[config.mk]
export PLATFORM = sky130hd
export DESIGN_NAME = bwds_top
export DESIGN_NICKNAME = d
export VERILOG_FILES = /design/src/verilog/bwds_pkg.sv /design/src/verilog/bwds_top.sv
export VERILOG_INCLUDE_DIRS = /design/src /design/src/verilog
export SDC_FILE = /design/constraint.sdc
export NUM_CORES = 1
export LEC_CHECK = 0
export ABC_CLOCK_PERIOD_IN_PS = 6100
export BUFFER_PORTS_ARGS = -buffer_cell sky130_fd_sc_hd__buf_4
export CAP_MARGIN = 15
export CORE_AREA = 8 8 78 80
export DETAILED_ROUTE_END_ITERATION = 12
export DIE_AREA = 0 0 86 88
export GPL_ROUTABILITY_DRIVEN = 0
export PLACE_DENSITY = 0.92
export SYNTH_ARGS = -nofsm -noshare
export SYNTH_HDL_FRONTEND = slang
export SYNTH_SLANG_ARGS = --single-unit
[constraint.sdc]
create_clock -name CORE_CLK_IN -period 6.1 [get_ports CORE_CLK_IN]
set_clock_uncertainty 0.05 [all_clocks]
set_input_delay 0.305 -clock CORE_CLK_IN [delete_from_list [all_inputs] [get_ports CORE_CLK_IN]]
set_output_delay 0.305 -clock CORE_CLK_IN [all_outputs]
set_load 0.02 [all_outputs]
[src/verilog/bwds_map.svh]
`ifndef BWDS_MAP_SVH
`define BWDS_MAP_SVH
`define BWDS_OFF_LAT      8'h1b
`define BWDS_OFF_IO_BASE_FIELD   8'h1c
`define BWDS_OFF_IOLIM    8'h1d
`define BWDS_OFF_SSTS_LO  8'h1e
`define BWDS_OFF_SSTS_HI  8'h1f
`define BWDS_OFF_MBASE_LO 8'h20
`define BWDS_OFF_MBASE_HI 8'h21
`define BWDS_RST_LAT      8'h00
`define BWDS_RST_IO_BASE_FIELD   8'hf0
`define BWDS_RST_IOLIM    8'h00
`define BWDS_RST_SSTS     16'h02a0
`define BWDS_RST_MBASE    16'hfff0
`define BWDS_IO_LOW_ZERO  12'h000
`define BWDS_IO_LOW_ONES  12'hfff
`define BWDS_MEM_LOW_ZERO 20'h00000
`define BWDS_MEM_LOW_ONES 20'hfffff
`endif

[src/verilog/bwds_pkg.sv]
`default_nettype none
package bwds_pkg;
  // Sticky error flags, order matches status bits 14:12
  typedef struct packed {
    logic system_error_received_flag;
    logic master_abort_received_flag;
    logic target_abort_received_flag;
  } bwds_err_t;

  typedef struct packed {
    logic [3:0]  io_base_field;
    logic [3:0]  io_limit_field;
    logic [11:0] mem_base_field;
    bwds_err_t   err;
    logic [2:0]  serr_sync;
    logic [7:0]  rd_data;
    logic        io_hit;
    logic        mem_hit;
  } bwds_state_t;
endpackage : bwds_pkg
`default_nettype wire

[src/verilog/bwds_top.sv]
// Operation
// - Forward I/O cycle only when base <= address <= limit, inclusive.
// - I/O base at 1Ch holds A[15:12] in bits 7:4; resets F0h.
// - I/O base compare uses A[11:0] as zero.
// - I/O limit compare uses A[11:0] as all ones.
// - I/O limit at 1Dh holds A[15:12] in bits 7:4; resets 00h.
// - Forward memory cycle when memory base <= address <= limit.
// - Memory base bits 15:4 hold A[31:20]; bits 3:0 read zero.
// - Memory base compare uses A[19:0] as zero.
// - Memory base at 20h-21h resets FFF0h.
// - Memory limit compare uses A[19:0] as all ones.
// - Error flags clear only on written one; zero leaves them.
// - Status bit 14 sets on system error from link device.
// - Status bit 13 sets on unexpected master abort.
// - Status bit 12 sets on target abort of own transaction.
// - Status bits 15, 11, 8 always read zero.
// - Status bits 10:9 always read 01b.
// - Status bits 7 and 5 always read one.
// - Secondary status at 1Eh-1Fh resets 02A0h.
// - Latency timer byte at 1Bh reserved, read-only, reads 00h.
`include "bwds_map.svh"
`timescale 1ns/1ns
`default_nettype none
module bwds_top
  import bwds_pkg::*;
(
  input  wire logic        CORE_CLK_IN,
  input  wire logic        RESET_IN,
  input  wire logic [7:0]  REG_ADDR_IN,
  input  wire logic [7:0]  REG_WDATA_IN,
  input  wire logic        REG_WR_IN,
  input  wire logic        REG_RD_IN,
  output logic      [7:0]  REG_RDATA_OUT,
  input  wire logic        IO_REQ_IN,
  input  wire logic [15:0] IO_ADDR_IN,
  output logic             IO_HIT_OUT,
  input  wire logic        MEM_REQ_IN,
  input  wire logic [31:0] MEM_ADDR_IN,
  input  wire logic [11:0] MEM_LIMIT_IN,
  output logic             MEM_HIT_OUT,
  input  wire logic        LINK_SERR_IN,
  input  wire logic        MASTER_ABORT_IN,
  input  wire logic        TARGET_ABORT_IN
);

  localparam logic [7:0]  IOB_RST = `BWDS_RST_IO_BASE_FIELD;
  localparam logic [7:0]  IOL_RST = `BWDS_RST_IOLIM;
  localparam logic [15:0] MB_RST  = `BWDS_RST_MBASE;
  localparam logic [15:0] SS_RST  = `BWDS_RST_SSTS;

  localparam bwds_state_t STATE_RST = '{
    io_base_field:  IOB_RST[7:4],
    io_limit_field: IOL_RST[7:4],
    mem_base_field: MB_RST[15:4],
    err:            '0,
    serr_sync:      3'h0,
    rd_data:        8'h00,
    io_hit:         1'b0,
    mem_hit:        1'b0
  };

  bwds_state_t st;
  bwds_state_t next_st;
  logic [15:0] ssts_view;
  logic        serr_event;

  // Generic inclusive window check, shared by I/O and memory decode
  function automatic logic in_window(input logic [31:0] addr,
                                     input logic [31:0] lo,
                                     input logic [31:0] hi);
    in_window = (addr >= lo) && (addr <= hi);
  endfunction : in_window

  // Fixed fields come from the reset image, so only 14:12 live
  assign ssts_view = SS_RST | {1'b0, st.err, 12'h000};
  // Only the second and third stage feed the edge detect
  assign serr_event = st.serr_sync[1] & ~st.serr_sync[2];

  always_comb begin
    next_st = st;
    next_st.serr_sync = {st.serr_sync[1:0], LINK_SERR_IN};

    // Window decode, registered so hits stand one cycle after the request
    next_st.io_hit = IO_REQ_IN && in_window({16'h0000, IO_ADDR_IN},
      {16'h0000, st.io_base_field, `BWDS_IO_LOW_ZERO},
      {16'h0000, st.io_limit_field, `BWDS_IO_LOW_ONES});
    next_st.mem_hit = MEM_REQ_IN && in_window(MEM_ADDR_IN,
      {st.mem_base_field, `BWDS_MEM_LOW_ZERO},
      {MEM_LIMIT_IN, `BWDS_MEM_LOW_ONES});

    // Write-one-to-clear first; a new event below wins over it
    if (REG_WR_IN && REG_ADDR_IN == `BWDS_OFF_SSTS_HI) begin
      next_st.err = st.err & ~bwds_err_t'(REG_WDATA_IN[6:4]);
    end
    if (serr_event) begin
      next_st.err.system_error_received_flag = 1'b1;
    end
    if (MASTER_ABORT_IN) begin
      next_st.err.master_abort_received_flag = 1'b1;
    end
    if (TARGET_ABORT_IN) begin
      next_st.err.target_abort_received_flag = 1'b1;
    end

    // Reserved nibbles are simply not stored
    if (REG_WR_IN) begin
      if (REG_ADDR_IN == `BWDS_OFF_IO_BASE_FIELD) begin
        next_st.io_base_field = REG_WDATA_IN[7:4];
      end else if (REG_ADDR_IN == `BWDS_OFF_IOLIM) begin
        next_st.io_limit_field = REG_WDATA_IN[7:4];
      end else if (REG_ADDR_IN == `BWDS_OFF_MBASE_LO) begin
        next_st.mem_base_field[3:0] = REG_WDATA_IN[7:4];
      end else if (REG_ADDR_IN == `BWDS_OFF_MBASE_HI) begin
        next_st.mem_base_field[11:4] = REG_WDATA_IN;
      end
    end

    // Read data valid in the cycle after the strobe only
    next_st.rd_data = 8'h00;
    if (REG_RD_IN) begin
      if (REG_ADDR_IN == `BWDS_OFF_LAT) begin
        next_st.rd_data = `BWDS_RST_LAT;
      end else if (REG_ADDR_IN == `BWDS_OFF_IO_BASE_FIELD) begin
        next_st.rd_data = {st.io_base_field, 4'h0};
      end else if (REG_ADDR_IN == `BWDS_OFF_IOLIM) begin
        next_st.rd_data = {st.io_limit_field, 4'h0};
      end else if (REG_ADDR_IN == `BWDS_OFF_SSTS_LO) begin
        next_st.rd_data = ssts_view[7:0];
      end else if (REG_ADDR_IN == `BWDS_OFF_SSTS_HI) begin
        next_st.rd_data = ssts_view[15:8];
      end else if (REG_ADDR_IN == `BWDS_OFF_MBASE_LO) begin
        next_st.rd_data = {st.mem_base_field[3:0], 4'h0};
      end else if (REG_ADDR_IN == `BWDS_OFF_MBASE_HI) begin
        next_st.rd_data = st.mem_base_field[11:4];
      end
    end
  end

  always_ff @(posedge CORE_CLK_IN or posedge RESET_IN) begin
    if (RESET_IN) begin
      st <= STATE_RST;
    end else begin
      st <= next_st;
    end
  end

  assign REG_RDATA_OUT = st.rd_data;
  assign IO_HIT_OUT    = st.io_hit;
  assign MEM_HIT_OUT   = st.mem_hit;
endmodule : bwds_top
`default_nettype wire
==> metrics.md, run 1 <==
| Metric | Value |
|---|---|
| Status | `finished clean` |
| Fin nets | `473` |
| Reg-to-Reg Start | `st[18]$_DFFE_PP1P_` |
| Post-Place Worst Slack | `3805 ps` |
| Synth Register Bits | `36` |
| Die area | `0.007568 mm^2` |
| CP max stage delay | `540 ps` |
| Reg2reg end | `MEM_HIT_OUT$_DFF_PP0_` |
| Filler instances | `406` |
| Top Ports | `95` |
| # rows | `26` |
| Hold/Removal Path Class | `in -> async` |
| Post-route DRC | `0` |
| Syn_nets | `385` |
| Final WS setup | `3751 ps` |
| Number of synthesized flops with an enable pin | `0` |
| Worst setup SP type | `register` |
| Yosys warnings | `0` |
| Diodes inserted | `0` |
| Setup repair bufs after CTS | `0` |
| Dpl hpwl | `5609 um` |
| # hold bufs at CTS | `0` |
| Post-route setup TNS | `0 ps` |
| Final Hold Vio Count | `0` |
| Yosys top cell area share | `0.1973` |
| PwrDens | `165.6 mW/mm^2` |
| Via/cell ratio | `5.555` |
| Critical path class | `reg -> reg` |
| Share of cells above drive strength 1 | `0.3725` |
| Worst slew pin tran | `550.0 ps` |
| H-tree levels | `2` |
| Worst reg-to-reg setup slack | `3750 ps` |
| VDD IR-drop max | `77.28 uV` |
| Clk slew on worst S/H paths | `70 ps` |
| CTS tree | `done` |
| CTS Buf Count | `5` |
| Worst Path Max Fanout | `2` |
| Chip Height | `88 um` |
| Worst path bufs/invs | `1` |
| Synth area leaders | `dfrtp_1, dfstp_2, ha_1` |
| Crit-path leading delay family | `simple AND/OR/NAND/NOR gates` |
| # setup viols final | `0` |
| Area occupied by multi-input gates | `0.001365 mm^2` |
| Yosys top cell by area | `dfrtp_1` |
| First-pass GRT wire length | `11230 um` |
| Post-Syn Instances | `268` |
| Post-cts gate resize count | `0` |
| Critical Path End Type | `register` |
| Sequential cell area | `920.9 um^2` |
| Minimum clock period | `2349 ps` |
| Total gr overflow | `0` |
| Final period utilization | `0.3851` |
| Synth cell types | `44` |
| Critical-path cell list | `inv_1, ha_1, or4b_1, nor4_1, nand3_1, a311oi_1, o221a_1` |
| Crit path launch | `st[18]$_DFFE_PP1P_` |
| 1st-pass router iterations | `4` |
| Synthesized area per cell | `9.463 um^2` |
| Sequential area share after synthesis | `0.3631` |
| Slowest-stage cell, CP | `dfstp_2` |
| Non-Filler Instances | `427` |
| Max_cap viols | `0` |
| Worst Path Required | `6280 ps` |
| Unrepaired setup endpoints after global routing | `no` |
| Initial antenna violation count | `0` |
| Post-route ant nets | `0` |
| Die width | `86 um` |
| PortBufs | `94` |
| Initial Util | `0.5163` |
| Root buf cell | `clkbuf_8` |
| Crit path capture | `MEM_HIT_OUT$_DFF_PP0_` |
| Placed insts | `419` |
| Final Max Tran Viols | `0` |
| Asr flop ratio synth | `1.000` |
| Post-Route WL | `6712 um` |
| Most used DFF post-synth | `dfrtp_1` |
| FMAX | `425.7 MHz` |
| DR iter-0 viols | `127` |
| Vias in the first global route | `2579` |
| Area of the core | `0.004912 mm^2` |
| Area Growth Syn to Fin | `30.24%` |
| Sink Count | `36` |
| Slew margin rel. | `0.6333` |
| Design Power | `547.1 uW` |
| Synth Cell Area | `0.002536 mm^2` |
| GRT Util Overall | `0.1846` |
| Via Count | `2372` |
| Lkg Pwr | `0.001655 uW` |
| Wire per inst | `15.72 um` |
| CTS Buffer Depth | `2` |
| Crit path arrival time | `2530 ps` |
| R2R cell count | `7` |
| Min Hold Slack | `64.46 ps` |
| Clk_lat worst skew | `290 ps` |
| Largest net degree at the start of global routing | `37` |
| Crit. path cell count | `7` |
-- tightest hold or removal path: cells and delay by family --
family,cells,cell delay [ps]
buffers and inverters,3,520
-- through the flow --
step | cell area, um^2 | util
floorplan | 2536 | -
global placement | 3222 | 0.6559
detailed placement | 3222 | 0.6559
CTS | 3303 | 0.6724
global route | 3303 | 0.6724
finish | 3303 | 0.6724
-- state kept, by name (all words and copies together) (netlist names) --
name,cells
next_st,2
REG_RDATA_OUT,8
ssts_view,3
st,21
IO_HIT_OUT,1
MEM_HIT_OUT,1
-- kinds of logic after synthesis --
| group | share of synthesized area |
|---|---|
| AOI/OAI and AO/OA | 0.1490 |
| adders and majority gates | 0.1579 |
| buffers and inverters | 0.09867 |
| DFF | 0.3631 |
| muxes | 0.03996 |
| and+or+nand+nor | 0.1914 |
-- report_power, final --
| part | switching [uW] | internal, uW | total (uW) |
|---|---|---|---|
| Clock | 79.3 | 80.0 | 159 |
| Sequential | 5.85 | 255 | 261 |
| Combinational | 60.4 | 66.3 | 127 |
-- layout make-up --
type | instances | area share
Timing Repair Buffer | 95 | 0.2159
Multi-Input combinational cell | 182 | 0.4133
Clock inverter | 1 | 0.001515
Clock buffer | 7 | 0.02311
Sequential cell | 36 | 0.2788
Tap cell | 70 | 0.02652
Inverter | 36 | 0.04091
-- cells in the mapped netlist, drive strengths merged, types with 2 or more instances --
library cell	instances
a211oi	2
a21o	5
a21oi	14
a22oi	3
a32o	4
and2	3
and3	5
and4	3
buf	12
clkbuf	2
dfrtp	20
dfstp	16
ha	32
inv	36
mux2	9
nand2	27
nand3	2
nand4	13
nand4b	3
nor2	3
nor2b	3
nor3	4
nor4	7
nor4b	2
o21ai	25
o31ai	2
or4	2
or4b	2
-- metal layers --
metal,part of all wire,routed length [um],track usage
met5,0,0,0
met1,0.39,2599,0.1913
met2,0.49,3264,0.3226
met3,0.10,681,0.07129
met4,0.025,166,0.08599
-- cell usage in the layout (no fill, tap or decap), drive strengths merged, types with 2 or more instances in the layout --
master,Yosys,routed
buf,12,95
inv,36,36
ha,32,32
nand2,27,27
o21ai,25,25
dfrtp,20,20
dfstp,16,16
a21oi,14,14
nand4,13,13
mux2,9,9
nor4,7,7
clkbuf,2,7
a21o,5,5
and3,5,5
nor3,4,4
a32o,4,4
nand4b,3,3
and4,3,3
nor2b,3,3
a22oi,3,3
and2,3,3
nor2,3,3
nor4b,2,2
o31ai,2,2
a211oi,2,2
or4,2,2
nand3,2,2
or4b,2,2
-- worst min-delay path by stage --
stage,to,cells after the start,start
after floorplan,next_st[12]$_DFF_PP0_,0,next_st[11]$_DFF_PP0_
after global placement,next_st[12]$_DFF_PP0_,0,next_st[11]$_DFF_PP0_
after detailed placement,next_st[12]$_DFF_PP0_,0,next_st[11]$_DFF_PP0_
after CTS,ssts_view[13]$_DFFE_PP0P_,3,RESET_IN
after global routing,next_st[11]$_DFF_PP0_,1,LINK_SERR_IN
final,MEM_HIT_OUT$_DFF_PP0_,3,RESET_IN
Note: power is estimated with default switching activity, not from simulation.
==> inputs of run 2 (changes only) <==
--- a/config.mk
+++ b/config.mk
@@ -6,14 +6,15 @@
 export SDC_FILE = /design/constraint.sdc
 export NUM_CORES = 1
 export LEC_CHECK = 0
-export ABC_CLOCK_PERIOD_IN_PS = 6100
+export ABC_AREA = 1
+export ABC_CLOCK_PERIOD_IN_PS = 2130
 export BUFFER_PORTS_ARGS = -buffer_cell sky130_fd_sc_hd__buf_4
 export CAP_MARGIN = 15
-export CORE_AREA = 8 8 78 80
+export CORE_AREA = 8 8 86 88
 export DETAILED_ROUTE_END_ITERATION = 12
-export DIE_AREA = 0 0 86 88
+export DIE_AREA = 0 0 94 96
 export GPL_ROUTABILITY_DRIVEN = 0
-export PLACE_DENSITY = 0.92
+export PLACE_DENSITY = 0.83
 export SYNTH_ARGS = -nofsm -noshare
 export SYNTH_HDL_FRONTEND = slang
 export SYNTH_SLANG_ARGS = --single-unit
==> constraint.sdc (replaced) <==
create_clock -name CORE_CLK_IN -period 2.13 [get_ports CORE_CLK_IN]
set_clock_uncertainty 0.05 [all_clocks]
set_input_delay 0.1065 -clock CORE_CLK_IN [delete_from_list [all_inputs] [get_ports CORE_CLK_IN]]
set_output_delay 0.1065 -clock CORE_CLK_IN [all_outputs]
set_load 0.02 [all_outputs]
==> run 2 against run 1 <==
  * Global-route usage fell by 2.8 points
  * Largest power group unchanged
  * Clock power rose to 3.4 times the previous value
  * First-iteration DRC count fell by 15%
  * Largest cell class unchanged
  * Core utilization fell by 6.9 points
  * Critical path depth rose by 1
  * Total power rose to 3.1 times the previous value
  * Clock-buffer cell count rose by 1
==> metrics.md, run 2 <==
| Metric | Value |
|---|---|
| Hold/Removal Path Class | `in -> reg` |
| Top-count cell post-synth | `nand2_1` |
| PwrDens | `458.1 mW/mm^2 (+180%)` |
| Most used DFF post-synth | `dfrtp_1` |
| Synth Register Bits | `36 (unchanged)` |
| Number of synthesized flops with an enable pin | `0 (unchanged)` |
| Die width | `94 um (+9.3%)` |
| Sequential share of power | `0.444 (-0.033)` |
| Largest Register | `st` |
| # setup viols final | `0 (unchanged)` |
| Crit-path leading delay family | `simple AND/OR/NAND/NOR gates` |
| Initial antenna violation count | `0 (unchanged)` |
| Area Growth Syn to Fin | `35.41%` |
| CTS tree | `done` |
| Top Ports | `95 (unchanged)` |
| Synth Area in Compound Gates | `0.09853 (-0.05046)` |
| GRT Util Overall | `0.1564 (-0.02819)` |
| Root buf cell | `clkbuf_8` |
| Pint | `1234 uW (+210%)` |
| Mux share of post-synthesis cell area | `0 (-0.03996)` |
| Initial Util | `0.4458 (-0.07049)` |
| Sequential area share after synthesis | `0.3389 (-0.02424)` |
| Yosys warnings | `0 (unchanged)` |
| Post-route DRC | `0 (unchanged)` |
| Chip Height | `96 um (+9.1%)` |
| Critical-path cell list | `inv_1, ha_1, nand2_1, nor3_1, nand2_1, nor2_1, nor2_1, nor2_1` |
| Syn_nets | `491 (+28%)` |
| Clk_lat worst skew | `290 ps (about the same)` |
| Synth Cell Area | `0.002718 mm^2 (+7.2%)` |
| Area of the core | `0.006096 mm^2 (+24%)` |
| FMAX | `609.1 MHz (+43%)` |
| Sink Count | `36 (unchanged)` |
| Post-route setup TNS | `0 ps (unchanged)` |
| Final Hold Vio Count | `0 (unchanged)` |
| Total gr overflow | `0 (unchanged)` |
| Wire per inst | `12.22 um (-22%)` |
| CTS Buffer Depth | `2 (unchanged)` |
| Final period utilization | `0.7708 (+0.3857)` |
| Max_cap viols | `0 (unchanged)` |
| Fin nets | `596 (+26%)` |
| VDD IR-drop max | `257.5 uV (+230%)` |
| Synth area leaders | `dfrtp_1, dfstp_2, ha_1` |
| GR Util met1 | `0.1888 (-0.002454)` |
| Slowest-stage cell, CP | `dfstp_2` |
| Synth Area in Adders | `0.1473 (-0.01054)` |
| Worst path bufs/invs | `1 (unchanged)` |
| H-tree levels | `2 (unchanged)` |
| Worst Path Max Fanout | `3 (+1)` |
| Post-Route WL | `6804 um (+1.4%)` |
| Slew margin rel. | `0.7052 (+0.07191)` |
| Most frequent cells after synthesis | `nand2_1, inv_1, nor2_1` |
| Worst setup SP type | `register` |
| Synth cell types | `27 (-39%)` |
| Met2 usage | `0.2614 (-0.06123)` |
| Critical path class | `reg -> reg` |
| Power share of the clock group | `0.318 (+0.027)` |
| Combinational share of power | `0.238 (+0.007)` |
| Max reg flops | `21 (unchanged)` |
| Post-route ant nets | `0 (unchanged)` |
| Asr flop ratio synth | `1.000 (unchanged)` |
| Diodes inserted | `0 (unchanged)` |
| Unrepaired setup endpoints after global routing | `no` |
| DR iter-0 viols | `108 (-15%)` |
| Yosys top cell by area | `dfrtp_1` |
| Most frequent cells in the layout | `buf_4, nand2_1, inv_1, nor2_1, ha_1` |
| CP most frequent cell | `nor2_1` |
| Largest family of logic cells by synthesized area | `simple AND/OR/NAND/NOR gates` |
| Critical Path End Type | `register` |
| Switching fraction of total power | `0.2682 (+0.002216)` |
| Worst slew pin tran | `442.1 ps (-107.9 ps)` |
| CTS Buf Count | `5 (unchanged)` |
| Final Core Density | `0.6037 (-0.06879)` |
| PortBufs | `94 (unchanged)` |
| Post-Syn Instances | `374 (+40%)` |
| Lkg Pwr | `0.001969 uW (+19%)` |
| First-pass GRT wire length | `11370 um (+1.2%)` |
| Commonest non-fill, non-tap cell in the layout | `buf_4` |
| M3 GR Usage | `0.04368 (-0.02761)` |
| Final Max Tran Viols | `0 (unchanged)` |
| Yosys top cell area share | `0.1842 (-0.01317)` |
| Filler instances | `559 (+38%)` |
| Share of cells above drive strength 1 | `0.2792 (-0.09338)` |
| Post-cts gate resize count | `0 (unchanged)` |
| Synthesized area per cell | `7.266 um^2 (-23%)` |
| # rows | `29 (+12%)` |
| Via/cell ratio | `4.808 (-13%)` |
| Busiest layer in global routing | `met2` |
| Worst Path Required | `2310 ps (-3970 ps)` |
| Largest net degree at the start of global routing | `37 (unchanged)` |
| Clk slew on worst S/H paths | `70 ps (about the same)` |
| Minimum clock period | `1642 ps (-707.2 ps)` |
| Vias in the first global route | `2641 (+2.4%)` |
| Dpl hpwl | `5722 um (+2.0%)` |
| Crit path arrival time | `1830 ps (-700 ps)` |
| Status | `finished clean` |
| CP max stage delay | `510 ps (-30 ps)` |
| Post-synthesis simple-gate area fraction | `0.3034 (+0.1120)` |
| Sw power | `452.1 uW (+210%)` |
| Die area | `0.009024 mm^2 (+19%)` |
| 1st-pass router iterations | `4 (unchanged)` |
| Via Count | `2678 (+13%)` |
| Xor/xnor share of the synthesized area | `0 (unchanged)` |
-- run 2: final timing paths --
kind | startpoint | end | slack [ps] | depth (start not counted)
worst min register to register | next_st[11]$_DFF_PP0_ | next_st[12]$_DFF_PP0_ | 310 | 0
worst max register to register | st[19]$_DFFE_PP1P_ | MEM_HIT_OUT$_DFF_PP0_ | 490 | 8
worst min-delay path | REG_WDATA_IN[6] | st[18]$_DFFE_PP1P_ | 3 | 3
worst max-delay path | st[19]$_DFFE_PP1P_ | MEM_HIT_OUT$_DFF_PP0_ | 490 | 8
max in group asynchronous | RESET_IN | st[33]$_DFFE_PP1P_ | 1260 | 4
min in group asynchronous | RESET_IN | REG_RDATA_OUT[0]$_DFF_PP0_ | 420 | 4
-- run 2: what timing repair did --
| item | 4_1_cts | 5_1_grt |
|---|---|---|
| setup buffers | 0 | 0 |
| hold buffers | 12 | 0 |
| endpoints found under the hold margin | 31 | 0 |
-- run 2: per-layer routing --
layer	routed length, um	share of wire
met1	2919	0.43
met2	3357	0.49
met3	417	0.061
met4	110	0.016
met5	0	0
-- run 2: worst min-delay path, stage by stage --
cell and delay, ps:
buf_4 100, nand2_1 40, o21ai_0 60
-- run 2: cell type report --
| cell class | instances | area, um^2 | area share |
|---|---|---|---|
| clock buffer | 8 | 100.1 | 0.02720 |
| multi-input combinational | 266 | 1493 | 0.4056 |
| inverter | 63 | 236.5 | 0.06426 |
| tap | 77 | 96.34 | 0.02618 |
| sequential | 36 | 920.9 | 0.2503 |
| timing repair buffer | 107 | 833.3 | 0.2265 |
-- run 2: through the flow --
| stage | setup slack [ps] | area (um^2) | instances | power (uW) | hold slack, ps |
|---|---|---|---|---|---|
| 6_report | 488.2 | 3680 | 557 | 1686 | 3.449 |
| 5_1_grt | 309.1 | 3680 | 557 | 1788 | 0.4146 |
| 4_1_cts | 484.8 | 3680 | 557 | 1695 | 0.2930 |
| 3_5_place_dp | 489.8 | 3460 | 537 | 1145 | 167.1 |
| 3_3_place_gp | 549.1 | 3460 | 537 | 1127 | 166.7 |
| 2_1_floorplan | 636.7 | 2718 | 374 | 951.6 | 87.93 |
-- run 2: cells by family (layout without fill, tap and decap cells) --
| kind of cell | count (synthesis) | after routing |
|---|---|---|
| compound gates | 51 | 51 |
| fa+ha+maj | 32 | 32 |
| simple gates | 183 | 183 |
| buf+inv | 72 | 178 |
| flops | 36 | 36 |
-- run 2: power groups by stage --
stage / clock network (uW) / logic, uW / registers [uW]
finish: 536 / 402 / 748
floorplan: 0 / 195 / 757
global placement: 0 / 368 / 759
detailed placement: 0 / 385 / 760
global route: 576 / 461 / 751
CTS: 541 / 405 / 748
